### src/common/ulsc_pkg.sv
package ulsc_pkg;
	// Bit-clock rates as seen by the 125 MHz reference clock
	localparam int          REF_CLK_HZ     = 125000000;
	localparam int          FS_BIT_HZ      = 12000000;
	localparam int          LS_BIT_HZ      = 1500000;
	// Cycles per bit time, rounded down (shortest time) and never below one
	localparam int          FS_BIT_CYC_RAW = REF_CLK_HZ / FS_BIT_HZ;
	localparam int          LS_BIT_CYC_RAW = REF_CLK_HZ / LS_BIT_HZ;
	localparam int          FS_BIT_CYC     = (FS_BIT_CYC_RAW < 1) ? 1 : FS_BIT_CYC_RAW;
	localparam int          LS_BIT_CYC     = (LS_BIT_CYC_RAW < 1) ? 1 : LS_BIT_CYC_RAW;
	localparam int          CNT_W          = 8;
	// End-of-packet shape in bit times
	localparam int          EOP_SE0_BITS   = 2;
	localparam int          EOP_J_BITS     = 1;
	localparam int          RX_SE0_MIN_BITS = 1;
	// Line symbols {dp, dm}
	localparam logic [1:0]  LINE_SE0       = 2'h0;
	localparam logic [1:0]  LINE_DIFF0     = 2'h1;
	localparam logic [1:0]  LINE_DIFF1     = 2'h2;
	localparam logic [1:0]  LINE_SE1       = 2'h3;
endpackage

### src/ulsc_bit_timer.sv
`timescale 1ns/1ps
module ulsc_bit_timer
	import ulsc_pkg::*;
#(
	parameter int CNT_W_P = CNT_W
)(
	input  wire logic               i_ref_clk,   // Reference clock
	input  wire logic               i_reset_n,   // Synchronous reset, active low
	input  wire logic               i_restart,   // Restart the bit period
	input  wire logic [CNT_W_P-1:0] i_period,    // Cycles per bit time
	output logic                    o_bit_tick   // Pulse at end of each bit time
);
	typedef struct packed {
		logic [CNT_W_P-1:0] cnt;
		logic               tick;
	} ulsc_tmr_t;

	ulsc_tmr_t st_reg;
	ulsc_tmr_t st_next;

	always_comb
	begin
		st_next = st_reg;
		st_next.tick = 1'b0;
		if (i_restart)
		begin
			st_next.cnt = '0;
		end
		else if (st_reg.cnt >= i_period - CNT_W_P'(1))
		begin
			st_next.cnt = '0;
			st_next.tick = 1'b1;
		end
		else
		begin
			st_next.cnt = st_reg.cnt + CNT_W_P'(1);
		end
	end

	always_ff @(posedge i_ref_clk)
	begin
		if (!i_reset_n)
			st_reg <= '0;
		else
			st_reg <= st_next;
	end

	assign o_bit_tick = st_reg.tick;
endmodule // ulsc_bit_timer

### src/ulsc_line_state.sv
// Operation
// - Transmitted EOP single-ended zero is timed in bit times of the current transmit speed.
// - Received EOP single-ended zero is judged in bit times of this port's own device type.
// - The trailing J after EOP lasts one low-speed bit for low-speed drivers, one full-speed bit otherwise.
// - Keep-alive is sent and recognised as an EOP with low-speed timing.
// - Received Idle decodes as J and Resume decodes as K.
// - Low-speed conventions invert the J/K mapping onto differential one and zero.
// - Data, idle and resume polarity follow the speed type of the attached device; with i_hs_mode set the code keeps full-speed polarity.
// - With a full-speed device attached, full-speed polarity holds even at the low-speed rate.
// - Low-speed polarity applies only on a segment directly attached to a low-speed device.
// - A sent EOP is two bit times of single-ended zero followed by one bit time of J.
// - Start-of-packet is recognised when the line moves from Idle to K.
`timescale 1ns/1ps
module ulsc_line_state
	import ulsc_pkg::*;
(
	input  wire logic       i_ref_clk,        // Reference clock, 125 MHz
	input  wire logic       i_reset_n,        // Synchronous reset, active low
	input  wire logic       i_dp,             // D+ receiver pin
	input  wire logic       i_dm,             // D- receiver pin
	input  wire logic       i_ls_attached,    // Attached device is low-speed (pin level)
	input  wire logic       i_hs_mode,        // Port runs high-speed
	input  wire logic       i_tx_ls_rate,     // Transmit at low-speed rate
	input  wire logic       i_send_eop,       // Pulse: send end-of-packet
	input  wire logic       i_send_keepalive, // Pulse: send keep-alive
	output logic            o_tx_dp,          // D+ drive value
	output logic            o_tx_dm,          // D- drive value
	output logic            o_tx_oe,          // Line drive enable, high while driving
	output logic            o_tx_busy,        // EOP or keep-alive in progress
	output logic            o_rx_j,           // Line shows J (or Idle)
	output logic            o_rx_k,           // Line shows K (or Resume)
	output logic            o_rx_se0,         // Line shows single-ended zero
	output logic            o_rx_sop,         // Pulse: start-of-packet seen
	output logic            o_rx_eop,         // Pulse: end-of-packet seen
	output logic            o_rx_keepalive,   // Pulse: keep-alive seen
	output logic            o_ls_polarity     // Low-speed polarity in force
);
	typedef enum logic [1:0] {
		ULSC_IDLE = 2'h0,
		ULSC_SE0  = 2'h1,
		ULSC_J    = 2'h2
	} ulsc_tx_st_t;

	typedef struct packed {
		logic [1:0]       dp_sync;
		logic [1:0]       dm_sync;
		logic [1:0]       ls_sync;
		ulsc_tx_st_t      tx_st;
		logic [CNT_W-1:0] tx_cnt;
		logic             tx_ls;
		logic [CNT_W-1:0] se0_cnt;
		logic             se0_ok;
		logic             se0_ls;
		logic             was_idle;
		logic             tx_dp;
		logic             tx_dm;
		logic             tx_oe;
		logic             tx_busy;
		logic             rx_j;
		logic             rx_k;
		logic             rx_se0;
		logic             rx_sop;
		logic             rx_eop;
		logic             rx_ka;
		logic             ls_pol;
	} ulsc_state_t;

	ulsc_state_t      st_reg;
	ulsc_state_t      st_next;
	logic             tick;
	logic             restart;
	logic [CNT_W-1:0] period;
	logic [1:0]       line;
	logic             pol;
	logic             j_lvl;
	logic [CNT_W-1:0] own_bit;

	// Low-speed attach flag is synchronised like any pin; first stage read only by the second
	assign pol     = st_reg.ls_sync[1] & ~i_hs_mode;
	// J sits on differential one in FS/HS, differential zero in LS
	assign j_lvl   = ~pol;
	assign line    = {st_reg.dp_sync[1], st_reg.dm_sync[1]};
	assign period  = st_reg.tx_ls ? CNT_W'(LS_BIT_CYC) : CNT_W'(FS_BIT_CYC);
	assign own_bit = pol ? CNT_W'(LS_BIT_CYC) : CNT_W'(FS_BIT_CYC);
	assign restart = (st_reg.tx_st == ULSC_IDLE);

	ulsc_bit_timer #(
		.CNT_W_P   (CNT_W)
	) u_tx_timer (
		.i_ref_clk (i_ref_clk),
		.i_reset_n (i_reset_n),
		.i_restart (restart),
		.i_period  (period),
		.o_bit_tick(tick)
	);

	always_comb
	begin
		st_next = st_reg;
		st_next.dp_sync = {st_reg.dp_sync[0], i_dp};
		st_next.dm_sync = {st_reg.dm_sync[0], i_dm};
		st_next.ls_sync = {st_reg.ls_sync[0], i_ls_attached};
		st_next.ls_pol  = pol;
		st_next.rx_sop  = 1'b0;
		st_next.rx_eop  = 1'b0;
		st_next.rx_ka   = 1'b0;

		// Idle/Resume are just J/K at the receiver
		st_next.rx_j   = (line == LINE_DIFF1 && j_lvl) || (line == LINE_DIFF0 && !j_lvl);
		st_next.rx_k   = (line == LINE_DIFF0 && j_lvl) || (line == LINE_DIFF1 && !j_lvl);
		st_next.rx_se0 = (line == LINE_SE0);

		if (st_reg.rx_j && st_next.rx_k)
			st_next.rx_sop = 1'b1;

		// SE0 width counted against our own bit time; saturate to avoid wrap
		if (line == LINE_SE0)
		begin
			if (st_reg.se0_cnt != '1)
				st_next.se0_cnt = st_reg.se0_cnt + CNT_W'(1);
			if (st_reg.se0_cnt >= own_bit * CNT_W'(RX_SE0_MIN_BITS) - CNT_W'(1))
				st_next.se0_ok = 1'b1;
			st_next.se0_ls = pol;
		end
		else
		begin
			st_next.se0_cnt = '0;
			if (st_reg.se0_ok && st_next.rx_j)
			begin
				// On a low-speed segment every EOP is also the keep-alive form
				st_next.rx_eop = 1'b1;
				st_next.rx_ka  = st_reg.se0_ls;
			end
			st_next.se0_ok = 1'b0;
		end

		// Transmit EOP: two bits SE0 then one bit J, then release the line
		case (st_reg.tx_st)
			ULSC_IDLE:
			begin
				st_next.tx_oe   = 1'b0;
				st_next.tx_busy = 1'b0;
				st_next.tx_cnt  = '0;
				if (i_send_eop || i_send_keepalive)
				begin
					st_next.tx_ls   = i_send_keepalive | i_tx_ls_rate;
					st_next.tx_st   = ULSC_SE0;
					st_next.tx_oe   = 1'b1;
					st_next.tx_busy = 1'b1;
					st_next.tx_dp   = 1'b0;
					st_next.tx_dm   = 1'b0;
				end
			end
			ULSC_SE0:
			begin
				if (tick)
				begin
					if (st_reg.tx_cnt == CNT_W'(EOP_SE0_BITS - 1))
					begin
						st_next.tx_cnt = '0;
						st_next.tx_st  = ULSC_J;
						st_next.tx_dp  = j_lvl;
						st_next.tx_dm  = ~j_lvl;
						// J bit length follows the buffer speed, LS driver on LS segment
						// A full-speed buffer keeps a full-speed J even after an LS-rate or keep-alive SE0
						st_next.tx_ls  = pol;
					end
					else
						st_next.tx_cnt = st_reg.tx_cnt + CNT_W'(1);
				end
			end
			ULSC_J:
			begin
				if (tick && st_reg.tx_cnt == CNT_W'(EOP_J_BITS - 1))
				begin
					st_next.tx_st   = ULSC_IDLE;
					st_next.tx_oe   = 1'b0;
					st_next.tx_busy = 1'b0;
				end
			end
			default:
			begin
				st_next.tx_st = ULSC_IDLE;
			end
		endcase
	end

	always_ff @(posedge i_ref_clk)
	begin
		if (!i_reset_n)
			st_reg <= '{tx_st: ULSC_IDLE, default: '0};
		else
			st_reg <= st_next;
	end

	assign o_tx_dp        = st_reg.tx_dp;
	assign o_tx_dm        = st_reg.tx_dm;
	assign o_tx_oe        = st_reg.tx_oe;
	assign o_tx_busy      = st_reg.tx_busy;
	assign o_rx_j         = st_reg.rx_j;
	assign o_rx_k         = st_reg.rx_k;
	assign o_rx_se0       = st_reg.rx_se0;
	assign o_rx_sop       = st_reg.rx_sop;
	assign o_rx_eop       = st_reg.rx_eop;
	assign o_rx_keepalive = st_reg.rx_ka;
	assign o_ls_polarity  = st_reg.ls_pol;
endmodule // ulsc_line_state

### config.mk
export PLATFORM = sky130hd
export DESIGN_NAME = ulsc_line_state
export DESIGN_NICKNAME = d
export VERILOG_FILES = /design/src/common/ulsc_pkg.sv /design/src/ulsc_bit_timer.sv /design/src/ulsc_line_state.sv
export SDC_FILE = /design/constraint.sdc
export NUM_CORES = 1
export LEC_CHECK = 0
export BUFFER_PORTS_ARGS = -buffer_cell sky130_fd_sc_hd__buf_2
export CORE_MARGIN = 1.5
export CORE_UTILIZATION = 55
export DETAILED_ROUTE_END_ITERATION = 6
export PLACE_DENSITY = 0.74
export SLEW_MARGIN = 30
export SYNTH_ARGS = -nofsm -noshare
export SYNTH_HDL_FRONTEND = slang
export SYNTH_HIERARCHICAL = 1
export SYNTH_SLANG_ARGS = --single-unit
### constraint.sdc
create_clock -name i_ref_clk -period 6.2 [get_ports i_ref_clk]
set_input_delay 0.31 -clock i_ref_clk [delete_from_list [all_inputs] [get_ports i_ref_clk]]
set_output_delay 0.31 -clock i_ref_clk [all_outputs]
set_load 0.02 [all_outputs]
==> summary.md <==
| Metric | Value |
|---|---|
| Critical Path AT | `2400 ps` |
| Number of setup buffers added after CTS | `0` |
| Max-Cap Viols | `0` |
| Overall global routing resource usage | `19.18%` |
| CP delay by family, top | `compound AO/OA/AOI/OAI gates` |
| Peak VDD IR | `0.1671 mV` |
| # hold bufs at CTS | `0` |
| Clock sinks | `46` |
| CTS tree | `done` |
| H-tree levels | `2` |
| CP Max Fanout | `11` |
| Total Wirelength | `~4000 um` |
| DRT iter0 DRCs | `slightly above 60` |
| Fin area | `2601 um2` |
| Setup TNS | `0 ps` |
| Final Skew | `6.347 ps` |
| Initial antenna violation count | `0` |
| Yosys warnings | `6` |
| Vias in the first global route | `1522` |
| Worst min-delay path class | `input pin to flip-flop` |
| Die height | `~70 um` |
| Most frequent cells in the layout | `dfxtp_1, nand2_1, nor2_1` |
| Final period demand of the worst path | `2242 ps` |
| Die width | `68.63 um` |
| Yosys top cell by area | `dfxtp_1` |
| Ports | `20` |
| Final antenna-violating net count | `0` |
| Leakage power | `between 0.001 and 0.0015 uW` |
| CP most frequent cell | `ha_1` |
| Routability Congestion | `0.8199` |
| PD cells | `210.4 nW/um2` |
| Initial core utilization | `58.37%` |
| Diode count | `0` |
| Max-slew violation count | `0` |
| Placed Cells | `333` |
| Seq cells post-synth | `46` |
| Slew @ Worst Pin | `716.2 ps` |
| Area post-placement | `2511 um2` |
| Core area | `4058 um2` |
| Mapped Area | `2369 um2` |
| Setup violators final | `0` |
| Final Non-Filler Cells | `about 340` |
| CTS Buf Count | `5` |
| Fin. Hold Viols | `0` |
| Slowest cell on the critical path | `o41ai_4` |
| P&R area growth vs syn | `9.825%` |
| Detailed Routing Iterations Pass 1 | `4` |
| Clk buf depth | `2` |
| Kind of critical path | `flip-flop to flip-flop` |
| Synthesized instance count | `263` |
| Global route total overflow | `0` |
| Register area share after synthesis | `38.88%` |
| CP Capture Type | `flip-flop` |
| Std cell rows | `23` |
| Cell Chain, Critical Path | `inv_1, ha_1, ha_1, a2111oi_4, o41ai_4, nor3_1` |
| FMAX | `between 400 and 500 MHz` |
| Status | `finished clean` |
| Hold Slack | `~210 ps` |
| CP Data Required Time | `6360 ps` |
| First-pass GRT wire length | `6762 um` |
| Netlist cell types | `47` |
| Buf+Inv Stages, Crit Path | `1` |
| Max FFs per register | `22` |
| Die area | `4709 um2` |
| Area contributors post-synth | `dfxtp_1, ha_1, xnor2_1` |
| CP Launch Type | `flip-flop` |
| Port Buffers | `19` |
| Post-CTS Resized | `0` |
| Commonest non-fill, non-tap cell in the layout | `dfxtp_1` |
| Largest net degree at the start of global routing | `23` |
| Final worst-path cycle share | `36.16%` |
| DR DRC count | `0` |
| Layout cells sized above 1 | `12.03%` |
| Clock insertion delay at the later pin of the skew report | `300 ps` |
| Root Driver | `clkbuf_8` |
| Vias | `1778` |
| Vias per cell | `5.214` |
| Slew HR | `51.93%` |
| Share of the synthesized area in the top cell type | `38.88%` |
| Clock slew at reported path FFs | `90 ps` |
| Crit-path max cell delay | `approximately 580 ps` |
| Post-DP HPWL | `2957 um` |
| Unrepaired setup endpoints after global routing | `no` |
| Fin nets | `318` |
| Synth Area per Inst | `9.006 um2` |
| Post-DR wirelength/cell | `11.65 um` |
## final timing paths
check	endpoint	cells past startpoint	from	slack (ps)
max reg2reg	u_tx_timer/st_reg[6]	6	st_reg[22]	3960
max	u_tx_timer/st_reg[6]	6	st_reg[22]	3960
min reg2reg	st_reg[34]	1	st_next[34]	440
min	st_next[34]	2	i_ls_attached	210
## logic make-up (layout without fill, tap and decap cells)
kind of cell | count (synthesis) | count (layout) | synth area share (%)
simple gates | 111 | 111 | 24.88
mux | 7 | 7 | 2.958
other cells | 2 | 11 | 0.3171
flops | 46 | 46 | 38.88
xor+xnor | 18 | 18 | 6.656
compound gates | 35 | 35 | 11.52
fa+ha+maj | 19 | 19 | 10.04
buf+inv | 25 | 44 | 4.754
## area by class of cell
type	count	area (um2)
Multi-Input combinational cell	201	1369
Clock buffer	5	68.82
Fill cell	360	1456
Timing Repair Buffer	19	95.09
Tap cell	50	62.56
Inverter	17	63.81
Sequential cell	46	920.9
Clock inverter	3	21.27
## worst register-to-register path: cells and delay by family, from the launching register on
| family | cells | cell delay (ps) |
|---|---|---|
| adders and majority gates | 2 | 630 |
| and+or+nand+nor | 1 | 140 |
| AOI/OAI and AO/OA | 2 | 670 |
| DFF | 1 | 550 |
| buffers and inverters | 1 | 110 |
## Yosys cell counts, drive strengths merged
cell type  number
nand3          12
o211ai          1
nor2           22
o311ai          2
a21oi           6
or2             1
o31ai           1
a311oi          1
ha             19
nand2          23
o21bai          1
xnor2          11
a21o            1
mux2i           7
dfxtp          46
o2111ai         2
nor3           17
and3            5
xor2            7
nor2b           3
a2111oi         1
a22oi           1
o21ai           7
nand3b          3
nor4b           2
nor3b           2
o21a            2
a31oi           6
a211o           1
nand4           1
buf             4
conb            2
clkbuf          4
inv            17
or4             2
nor4            3
and2            9
o311a           1
o41ai           1
nand2b          6
## layer usage
layer  global-route usage, %  vias up  part of all wire, %
met2                   29.09       28                   45
met4                   5.250        0                  1.1
met1                   26.31      796                   50
li1                        -      949                    -
met5                       0        -                    0
met3                   5.844        5                  3.5
## through the flow
stage | power (uW) | setup slack [ps] | util (%)
CTS | 555.3 | 3920 | 64.11
finish | 547.2 | 3958 | 64.11
detailed placement | 374.2 | 3989 | 61.89
global placement | 372.5 | 4065 | 61.89
floorplan | 363.3 | 4216 | -
global route | 576.4 | 3764 | 64.11
## power by group
group	switching (uW)	total [uW]	leakage, uW	internal, uW
Clock	101	180	0.0000441	79.2
Sequential	6.21	309	0.000374	302
Combinational	33.4	58.7	0.000636	25.2
Total	141	547	0.00105	407
(Power assumes the default switching activity.)
